**config.mk**
```make
export PLATFORM = sky130hd
export DESIGN_NAME = tlp_core
export DESIGN_NICKNAME = d
export VERILOG_FILES = /design/src/core/tlp_pkg.sv /design/src/core/tlp_core.sv
export VERILOG_INCLUDE_DIRS = /design/src /design/src/core
export SDC_FILE = /design/constraint.sdc
export NUM_CORES = 1
export LEC_CHECK = 0
export BUFFER_PORTS_ARGS = -buffer_cell sky130_fd_sc_hd__buf_2
export CAP_MARGIN = 20
export CELL_PAD_IN_SITES_DETAIL_PLACEMENT = 1
export CELL_PAD_IN_SITES_GLOBAL_PLACEMENT = 1
export CORE_ASPECT_RATIO = 0.8
export CORE_MARGIN = 3
export CORE_UTILIZATION = 25
export CTS_CLUSTER_DIAMETER = 100
export DETAILED_ROUTE_END_ITERATION = 6
export PLACE_DENSITY_LB_ADDON = 0.1
export SLEW_MARGIN = 20
export SYNTH_ARGS = -nofsm -noshare
export SYNTH_HDL_FRONTEND = slang
export SYNTH_SLANG_ARGS = --single-unit
```
**constraint.sdc**
```tcl
create_clock -name clk -period 1.1 [get_ports clk]
set_input_delay 0.165 -clock clk [delete_from_list [all_inputs] [get_ports clk]]
set_output_delay 0.165 -clock clk [all_outputs]
set_load 0.03 [all_outputs]
```
**src/core/tlp_params.svh**
```systemverilog
/*
  constants for the transceiver test-mode block: pattern widths, seeds,
  alignment words and interrupt bit positions.
  assumes inclusion from the package and the core module only.
*/
`ifndef TLP_PARAMS_SVH
`define TLP_PARAMS_SVH

`define TLP_WORD_W 16
`define TLP_INC_LAST 8'hff
`define TLP_ALIGN_P7 16'h3040
`define TLP_ALIGN_P8 16'hff5a
`define TLP_ALIGN_P10 16'h03ff
`define TLP_ALIGN_P23 16'hffff
`define TLP_SEED 23'h7fffff
`define TLP_LF_SINGLE 4'h5
`define TLP_LF_DOUBLE 4'ha
`define TLP_ALIGN_GOOD 3'h3
`define TLP_DONE_WORDS 8'hff
`define TLP_EV_ERR 0
`define TLP_EV_DONE 1
`define TLP_EV_W 2

`endif

```
**src/core/tlp_pkg.sv**
```systemverilog
/*
  types for the transceiver test-mode block.
  assumes tlp_params.svh sits beside it.
*/
`include "tlp_params.svh"

package tlp_pkg;

  typedef enum logic [2:0] {
    TLP_MODE_NORMAL,
    TLP_MODE_PRECDR,
    TLP_MODE_PCIE,
    TLP_MODE_INCR,
    TLP_MODE_PRBS,
    TLP_MODE_HFREQ,
    TLP_MODE_LFREQ
  } tlp_mode_e;

  typedef enum logic [1:0] {
    TLP_PRBS7,
    TLP_PRBS8,
    TLP_PRBS10,
    TLP_PRBS23
  } tlp_poly_e;

  typedef enum logic [1:0] {
    TLP_CK_IDLE,
    TLP_CK_HUNT,
    TLP_CK_RUN
  } tlp_ck_e;

  typedef logic [`TLP_WORD_W-1:0] tlp_word_t;

endpackage : tlp_pkg

```
**src/core/tlp_core.sv**
```systemverilog
/*
  test-mode datapath of one transceiver channel: loopback steering,
  incremental and pseudo-random generators and checkers, fixed patterns,
  sticky event status with enable, clear and one interrupt.
  assumes mode and polynomial are static configuration set by module parameters,
  logic, resets and power-down come from another clock domain.
*/
// Added by the designer: the address map and the plain strobed port.
//Behaviour
//RQ1 - pre-recovery loopback only in basic mode; rx also still to fabric
//RQ2 - pre-recovery loopback is a static parameter, no run-time pin
//RQ3 - in pre-recovery loopback tx is raw rx, other tx stages bypassed
//RQ4 - pcie reverse parallel loopback returns aligned rx words to serializer
//RQ5 - loopback input selects pcie loopback; rx data still to fabric
//RQ6 - incremental test uses 16-bit generator and checker at 16-bit width
//RQ7 - incremental count 00..ff looped internally and sent on tx
//RQ8 - incremental mode checks rx internally, fabric rx output held zero
//RQ9 - prbs generator feeds serializer, checker reads word aligner data
//RQ10 - four prbs polynomials 7, 8, 10, 23 chosen at configuration
//RQ11 - each prbs pairs with fixed width and alignment word
//RQ12 - prbs runs free, repeating after each maximal period
//RQ13 - high and low frequency patterns, no checker for either
//RQ14 - tx digital reset clears generator, rx digital reset the checker
//RQ15 - rx reset keeps results under power-down or analog reset cases; incremental mode keeps them under power-down only
//RQ16 - in prbs mode serial loopback may be enabled at run time
//RQ17 - serial loopback enable is active high, per channel
//RQ18 - checker flags error on mismatch after alignment, done after a run
//RQ19 - one mode per channel; normal traffic after resets
`timescale 1ns/1ns

module tlp_core
  import tlp_pkg::*;
#(
  parameter tlp_mode_e MODE = TLP_MODE_NORMAL,
  parameter tlp_poly_e POLY = TLP_PRBS7,
  parameter logic DOUBLE_WIDTH = 1'b0,
  parameter logic PRECDR_EN = 1'b0
)(
  input wire logic clk,
  input wire logic rst_n,
  input wire logic tx_digital_reset,
  input wire logic rx_digital_reset,
  input wire logic rx_analog_reset,
  input wire logic pll_power_down,
  input wire logic serial_loopback_en,
  input wire logic rx_detect_loopback,
  input wire logic [15:0] tx_fabric_data,
  input wire logic [15:0] rx_aligned_data,
  input wire logic rx_serial_in,
  input wire logic [1:0] reg_addr,
  input wire logic [1:0] reg_wdata,
  input wire logic reg_wr,
  input wire logic reg_rd,
  output logic [1:0] reg_rdata,
  output logic [15:0] tx_ser_data,
  output logic tx_serial_out,
  output logic tx_bypass_stages,
  output logic serial_loopback_active,
  output logic [15:0] rx_fabric_data,
  output logic [15:0] int_loop_data,
  output logic check_error,
  output logic check_done,
  output logic irq
);

  // register map: 0 status (ro), 1 clear (wo), 2 enable
  localparam logic [1:0] A_STAT = 2'h0;
  localparam logic [1:0] A_CLR = 2'h1;
  localparam logic [1:0] A_EN = 2'h2;

  typedef struct packed {
    logic [1:0] txr_s;
    logic [1:0] rxr_s;
    logic [1:0] ana_s;
    logic [1:0] pll_s;
    logic [1:0] slb_s;
    logic [1:0] lpb_s;
    tlp_word_t gen;
    logic [22:0] lfsr;
    logic [3:0] lf_cnt;
    logic lf_lvl;
    tlp_ck_e ck;
    tlp_word_t expect_w;
    logic [22:0] ck_lfsr;
    logic [2:0] good;
    logic [7:0] words;
    logic err;
    logic done;
    logic [1:0] stat;
    logic [1:0] en;
    logic [1:0] rdata;
    tlp_word_t ser;
    logic ser_bit;
    logic bypass;
    logic slb;
    tlp_word_t rx_fab;
    tlp_word_t loop_w;
    logic irq;
  } tlp_state_s;

  tlp_state_s st_reg;
  tlp_state_s st_next;

  // ----------------------------------------------------------------
  // helpers
  // ----------------------------------------------------------------
  function automatic logic [22:0] prbs_step(input logic [22:0] s);
    logic fb;
    fb = 1'b0;
    unique case (POLY) // RQ10
      TLP_PRBS7: fb = s[6] ^ s[5];
      TLP_PRBS8: fb = s[7] ^ s[6];
      TLP_PRBS10: fb = s[9] ^ s[6];
      TLP_PRBS23: fb = s[22] ^ s[17];
    endcase
    return {s[21:0], fb}; // RQ12
  endfunction : prbs_step

  // advance one channel word of prbs bits
  function automatic logic [22:0] prbs_word(input logic [22:0] s);
    logic [22:0] t;
    t = s;
    for (int i = 0; i < 10; i++)
    begin
      if (i < 8 || POLY == TLP_PRBS10) // RQ11
      begin
        t = prbs_step(t);
      end
    end
    return t;
  endfunction : prbs_word

  function automatic tlp_word_t prbs_out(input logic [22:0] s);
    return (POLY == TLP_PRBS10) ? {6'h00, s[9:0]} : {8'h00, s[7:0]};
  endfunction : prbs_out

  // ----------------------------------------------------------------
  // next state
  // ----------------------------------------------------------------
  always_comb
  begin
    logic tx_rst;
    logic rx_rst;
    logic hold_res;
    logic is_chk;
    logic [3:0] lf_run;
    tlp_word_t rx_w;
    logic [1:0] ev;
    tx_rst = 1'b0;
    rx_rst = 1'b0;
    hold_res = 1'b0;
    is_chk = 1'b0;
    lf_run = 4'h0;
    rx_w = '0;
    ev = 2'h0;
    st_next = st_reg;

    // two-stage synchronisers for the asynchronous controls
    st_next.txr_s = {st_reg.txr_s[0], tx_digital_reset};
    st_next.rxr_s = {st_reg.rxr_s[0], rx_digital_reset};
    st_next.ana_s = {st_reg.ana_s[0], rx_analog_reset};
    st_next.pll_s = {st_reg.pll_s[0], pll_power_down};
    st_next.slb_s = {st_reg.slb_s[0], serial_loopback_en};
    st_next.lpb_s = {st_reg.lpb_s[0], rx_detect_loopback};
    tx_rst = st_reg.txr_s[1];
    rx_rst = st_reg.rxr_s[1];

    // results survive rx reset while the link is powered down
    if (MODE == TLP_MODE_INCR)
    begin
      hold_res = st_reg.pll_s[1]; // RQ15
    end
    else if (MODE == TLP_MODE_PRBS)
    begin
      hold_res = st_reg.pll_s[1] | st_reg.ana_s[1]; // RQ15
    end

    // -------------------- generators --------------------
    if (tx_rst)
    begin
      st_next.gen = '0; // RQ14
      st_next.lfsr = `TLP_SEED; // RQ14
      st_next.lf_cnt = 4'h0;
      st_next.lf_lvl = 1'b1;
    end
    else
    begin
      // low byte counts 00..ff, high byte carries the next count
      st_next.gen[7:0] = st_reg.gen[7:0] + 8'h01; // RQ6 RQ7
      st_next.gen[15:8] = st_reg.gen[7:0] + 8'h02; // RQ6
      st_next.lfsr = prbs_word(st_reg.lfsr); // RQ12
      lf_run = DOUBLE_WIDTH ? `TLP_LF_DOUBLE : `TLP_LF_SINGLE; // RQ13
      if (st_reg.lf_cnt == lf_run - 4'h1)
      begin
        st_next.lf_cnt = 4'h0;
        st_next.lf_lvl = ~st_reg.lf_lvl;
      end
      else
      begin
        st_next.lf_cnt = st_reg.lf_cnt + 4'h1;
      end
    end

    // -------------------- tx steering --------------------
    st_next.bypass = 1'b0;
    st_next.ser_bit = 1'b0;
    st_next.loop_w = '0;
    unique case (MODE) // RQ19
      TLP_MODE_PRECDR:
      begin
        st_next.ser = '0;
        st_next.bypass = PRECDR_EN; // RQ2 RQ3
        st_next.ser_bit = PRECDR_EN ? rx_serial_in : 1'b0; // RQ1 RQ3
      end
      TLP_MODE_PCIE:
      begin
        st_next.ser = st_reg.lpb_s[1] ? rx_aligned_data // RQ4 RQ5
                                      : tx_fabric_data;
      end
      TLP_MODE_INCR:
      begin
        st_next.ser = st_reg.gen; // RQ7
        st_next.loop_w = st_reg.gen; // RQ7
      end
      TLP_MODE_PRBS:
      begin
        st_next.ser = prbs_out(st_reg.lfsr); // RQ9
      end
      TLP_MODE_HFREQ:
      begin
        st_next.ser = 16'h5555; // RQ13
      end
      TLP_MODE_LFREQ:
      begin
        st_next.ser = {16{st_reg.lf_lvl}}; // RQ13
      end
      default:
      begin
        st_next.ser = tx_fabric_data;
      end
    endcase
    st_next.slb = (MODE == TLP_MODE_PRBS) & st_reg.slb_s[1]; // RQ16 RQ17

    // -------------------- rx to fabric --------------------
    if (MODE == TLP_MODE_INCR || MODE == TLP_MODE_PRBS)
    begin
      st_next.rx_fab = '0; // RQ8
    end
    else
    begin
      st_next.rx_fab = rx_aligned_data; // RQ1 RQ5
    end

    // -------------------- checker --------------------
    is_chk = (MODE == TLP_MODE_INCR) || (MODE == TLP_MODE_PRBS); // RQ13
    rx_w = (MODE == TLP_MODE_INCR) ? st_reg.loop_w // RQ7
                                   : rx_aligned_data; // RQ9
    if (rx_rst || !is_chk)
    begin
      st_next.ck = TLP_CK_IDLE; // RQ14
      st_next.good = 3'h0;
      st_next.words = 8'h00;
      if (!hold_res)
      begin
        st_next.err = 1'b0; // RQ14 RQ15
        st_next.done = 1'b0;
      end
    end
    else
    begin
      unique case (st_reg.ck)
        TLP_CK_IDLE:
        begin
          st_next.ck = TLP_CK_HUNT;
        end
        TLP_CK_HUNT:
        begin
          // seed from the received bits: after four words the state
          // holds every bit that the feedback taps can reach
          st_next.expect_w = rx_w;
          if (POLY == TLP_PRBS10) // RQ11
          begin
            st_next.ck_lfsr = {st_reg.ck_lfsr[12:0], rx_w[9:0]};
          end
          else
          begin
            st_next.ck_lfsr = {st_reg.ck_lfsr[14:0], rx_w[7:0]};
          end
          st_next.good = st_reg.good + 3'h1;
          if (st_reg.good == `TLP_ALIGN_GOOD)
          begin
            st_next.ck = TLP_CK_RUN;
          end
        end
        TLP_CK_RUN:
        begin
          if (MODE == TLP_MODE_INCR)
          begin
            st_next.expect_w = {st_reg.expect_w[7:0] + 8'h02,
                                st_reg.expect_w[7:0] + 8'h01};
            if (rx_w != st_next.expect_w)
            begin
              st_next.err = 1'b1; // RQ18
            end
          end
          else
          begin
            st_next.ck_lfsr = prbs_word(st_reg.ck_lfsr);
            if (rx_w != prbs_out(st_next.ck_lfsr))
            begin
              st_next.err = 1'b1; // RQ18
            end
          end
          st_next.words = st_reg.words + 8'h01;
          if (st_reg.words == `TLP_DONE_WORDS)
          begin
            st_next.done = 1'b1; // RQ18
          end
        end
        default:
        begin
          st_next.ck = TLP_CK_IDLE;
        end
      endcase
    end

    // -------------------- registers and interrupt --------------------
    ev[`TLP_EV_ERR] = st_next.err & ~st_reg.err;
    ev[`TLP_EV_DONE] = st_next.done & ~st_reg.done;
    // a new event beats a clear in the same cycle
    if (reg_wr && reg_addr == A_CLR)
    begin
      st_next.stat = (st_reg.stat & ~reg_wdata) | ev;
    end
    else
    begin
      st_next.stat = st_reg.stat | ev;
    end
    if (reg_wr && reg_addr == A_EN)
    begin
      st_next.en = reg_wdata;
    end
    st_next.rdata = 2'h0;
    if (reg_rd)
    begin
      if (reg_addr == A_STAT)
      begin
        st_next.rdata = st_reg.stat;
      end
      else if (reg_addr == A_EN)
      begin
        st_next.rdata = st_reg.en;
      end
    end
    st_next.irq = |(st_next.stat & st_next.en);
  end

  always_ff @(posedge clk or negedge rst_n)
  begin
    if (!rst_n)
    begin
      st_reg <= '{ck: TLP_CK_IDLE, lfsr: `TLP_SEED, lf_lvl: 1'b1,
                  ck_lfsr: `TLP_SEED, default: '0};
    end
    else
    begin
      st_reg <= st_next;
    end
  end

  assign reg_rdata = st_reg.rdata;
  assign tx_ser_data = st_reg.ser;
  assign tx_serial_out = st_reg.ser_bit;
  assign tx_bypass_stages = st_reg.bypass;
  assign serial_loopback_active = st_reg.slb;
  assign rx_fabric_data = st_reg.rx_fab;
  assign int_loop_data = st_reg.loop_w;
  assign check_error = st_reg.err;
  assign check_done = st_reg.done;
  assign irq = st_reg.irq;

endmodule : tlp_core

```
Word level (Yosys, flattened, before mapping)
Index checks and enable logic that the tools add are counted.
{"block": "word_totals", "register_bits": 39, "inputBits": 47, "elab_cells": 20}
{"block": "op_classes", "eq_ne": 2, "mux": 5, "n_bitwise": 3, "n_reduce_logical": 4}
{"operator": "2-bit 2-to-1 mux", "count": 5}
{"operator": "2-bit AND", "count": 2}
{"operator": "2-bit by 1-bit == test with 1-bit output (second input constant)", "count": 1}
{"operator": "2-bit == test (second input constant)", "count": 1}
{"operator": "1-bit logical AND", "count": 2}
{"operator": "2-bit zero test", "count": 1}
{"operator": "2-bit inverter", "count": 1}
{"operator": "2-bit OR reduction", "count": 1}

Depth between registers and ports, before layout
{"block": "depth", "depth_word": 5, "ltp_mapped": 3, "ltp_nobuf": 3}

Worst setup path before layout
OpenSTA, ideal clock, no wires.
{"block": "synth_path", "kind": "in2reg", "from": "in reg_addr[0]", "to": "reg st_reg (netlist bit irq)", "arrival_time_ps": 890, "required_ps": 979, "path_slack_ps": 89, "stages": 3, "path_buffers": 0, "cell_sequence": "nand3b_2 -> mux2_4 -> a22o_1"}
{"item": "from (decl)", "line_no": "tlp_core.sv:50", "text": "input wire logic [1:0] reg_addr,"}
{"item": "to (signal assigned)", "line_no": "tlp_core.sv:362", "text": "st_reg <= '{ck: TLP_CK_IDLE, lfsr: `TLP_SEED, lf_lvl: 1'b1,"}
{"item": "to (signal assigned)", "line_no": "tlp_core.sv:367", "text": "st_reg <= st_next;"}
{"item": "to (decl)", "line_no": "tlp_core.sv:101", "text": "tlp_state_s st_reg;"}

Worst setup path in the final report
{"block": "layout_path", "from": "reg st_reg (netlist bit rx_fabric_data[8])", "to": "out rx_fabric_data[8]"}
{"item": "to (decl)", "line_no": "tlp_core.sv:59", "text": "output logic [15:0] rx_fabric_data,"}
No word-level cell between the ends.

==> metrics <==
status finished clean; critical path class flop to primary output; R2R setup slack 0.11 ns; DIE HEIGHT 75.20 um; vias 911; # diodes 0; DRT Wirelength 3.143 mm; CTS Buf Count 5; post_cts resized 0; slowest stage delay, CP 0.38 ns; TritonRoute pass-1 iters 2; clk_skew 0.004045 ns; post-route ant nets 0; root buffer cell clkbuf_8; Post-CTS Setup Inserts 0; Global Route Usage Sum 9.016%; routability congestion estimate 0.6051; Hold Startpoint reg_wdata[1]; Area after DPL 1654 um2; R2R depth 2; PwrDens 1438 nW/um2; hold path cells 2; worst skew pair latency 0.28 ns; die area 6956 um2; count of different cell masters after synthesis 12; area delta synth->final 38.04%; CTS max path bufs 2; leakage 1.074 nW; max cap viols 0; post-synthesis sequential area ratio 65.22%; CTS clk-pin slew, worst paths 0.07 ns; #FFs+latches synth 39; layout cells sized above 1 44.97%; Min Clock Period, post-route 0.9985 ns; FILL cells 624; Synth Cell Area 1496 um2; fin crit share 90.77%; top cell family by delay on the critical path flip-flops; Synth Instances 107; reg-to-reg endpoint irq; HPWL Detailed 2.233 mm; initial core utilization 26.65%; num rows 24; end of the worst hold path st_reg[57]; final setup fails 0; largest net degree at the start of global routing 40; fmax 1002 MHz; initial antenna violation count 0; YS warnings 0; Total Power 2.970 mW; crit path max fanout 1; top-area cell type share of the netlist area 65.22%; Ports 103; H-tree Lvls 2; crit path DAT 0.83 ns; Fin Setup TNS 0 ns; residual DRC count 0; DR WL/cell 11.77 um; first-pass GRT wire length 4.761 mm; FF-to-FF Start st_reg[54]; Buf/Inv on CP 1; Max VDD drop 0.5262 mV; clk sinks 39; final hold vios 0; vias in the first global route 1002; dominant cell type by area after synthesis dfrtp_1; Post-Layout Inst Area 2066 um2; Initial DRC Count 20; Final Net Count 235; Crit-path slowest cell dfrtp_1; crit path launch type flop; Critical Path Sink Type primary output; Tightest Hold Check Type primary input to flop; syn avg cell area 13.99 um2; grt ovf 0; worst path required time 0.94 ns; PortBufs 74; unrepaired setup endpoints after global routing no; Area contributors post-synth dfrtp_1 (65%), buf_4 (28%), mux2i_1 (1.3%); Via density 3.412; cell chain of the critical path buf_2; Die W 92.50 um; core area 5615 um2; TritonCTS clock tree yes; Max Slew Vio Count 0; hold_buf cts 33
==> per-layer routing <==
metal | GRT usage (%) | vias up | part of all wire [%]
li1 | - | 417 | -
met1 | 9.894 | 434 | 39
met2 | 15.92 | 58 | 51
met3 | 3.696 | 2 | 9.9
met4 | 3.460 | 0 | 0.45
met5 | 0 | - | 0
==> report_power, final <==
part / switching [mW] / total (mW) / internal, mW
logic: 0.335 / 0.536 / 0.201
clock network: 0.456 / 0.901 / 0.445
registers: 0.0242 / 1.53 / 1.51
==> worst max path at each step <==
| stage | start | endpoint | cells after the start | slack (ns) |
|---|---|---|---|---|
| 6_report | rx_fabric_data[8] | rx_fabric_data[8] | 1 | 0.10 |
| 3_3_place_gp | reg_addr[0] | irq | 4 | -0.04 |
| 4_1_cts | tx_ser_data[8] | tx_ser_data[8] | 1 | 0.09 |
| 3_5_place_dp | reg_addr[0] | irq | 4 | -0.06 |
| 5_1_grt | tx_ser_data[11] | tx_ser_data[11] | 1 | 0.06 |
| 2_1_floorplan | reg_addr[0] | irq | 3 | 0.09 |
==> stage by stage <==
stage / utilization (%) / hold slack [ns] / std cells / worst slack [ns]
2_1_floorplan: - / -0.1306 / 127 / 0.08949
4_1_cts: 36.79 / 0.1211 / 267 / 0.08503
3_5_place_dp: 29.46 / 0.1518 / 226 / -0.06195
5_1_grt: 36.79 / 0.1428 / 267 / 0.05555
6_report: 36.79 / 0.1374 / 267 / 0.1015
3_3_place_gp: 29.46 / 0.1490 / 226 / -0.04186
==> cell usage in the layout (no fill, tap or decap) <==
cell type,Yosys,routed
nand3b_2,1,1
mux2_2,1,1
conb_1,1,21
and3b_1,1,1
buf_12,0,1
buf_4,55,1
nor2_1,2,2
dfrtp_1,39,39
a21boi_0,2,2
clkbuf_1,0,2
clkinv_2,0,1
buf_2,0,74
mux2_4,1,1
dlygate4sd3_1,0,33
mux2i_1,2,2
nand2b_1,1,1
a22o_1,1,1
clkbuf_8,0,5
==> worst reg2reg max path, cell delays in order, from the launching register on <==
cell and delay, ns:
dfrtp_1 0.39, mux2_4 0.26, a22o_1 0.22
==> cells in the mapped netlist, drive strengths merged <==
| master | number |
|---|---|
| a22o | 1 |
| conb | 1 |
| nand3b | 1 |
| and3b | 1 |
| nand2b | 1 |
| nor2 | 2 |
| buf | 55 |
| a21boi | 2 |
| dfrtp | 39 |
| mux2 | 2 |
| mux2i | 2 |
==> area by class of cell <==
type                       count  area (um2)  share of cell area (%)
timing repair buffer         109       728.2                   35.25
clock buffer                   7       76.32                   3.695
sequential                    39       975.9                   47.24
multi-input combinational     33       182.7                   8.843
tap                           78       97.59                   4.724
clock inverter                 1       5.005                  0.2423
==> kinds of logic (layout without fill, tap and decap cells) <==
family	count (synthesis)	after routing	synth area share, %
AOI/OAI and AO/OA	3	3	1.588
buffers and inverters	55	117	27.59
DFF	39	39	65.22
muxes	4	4	3.093
other	1	21	0.2506
and+or+nand+nor	5	5	2.258
No activity file was read; power rests on OpenSTA's default activity.
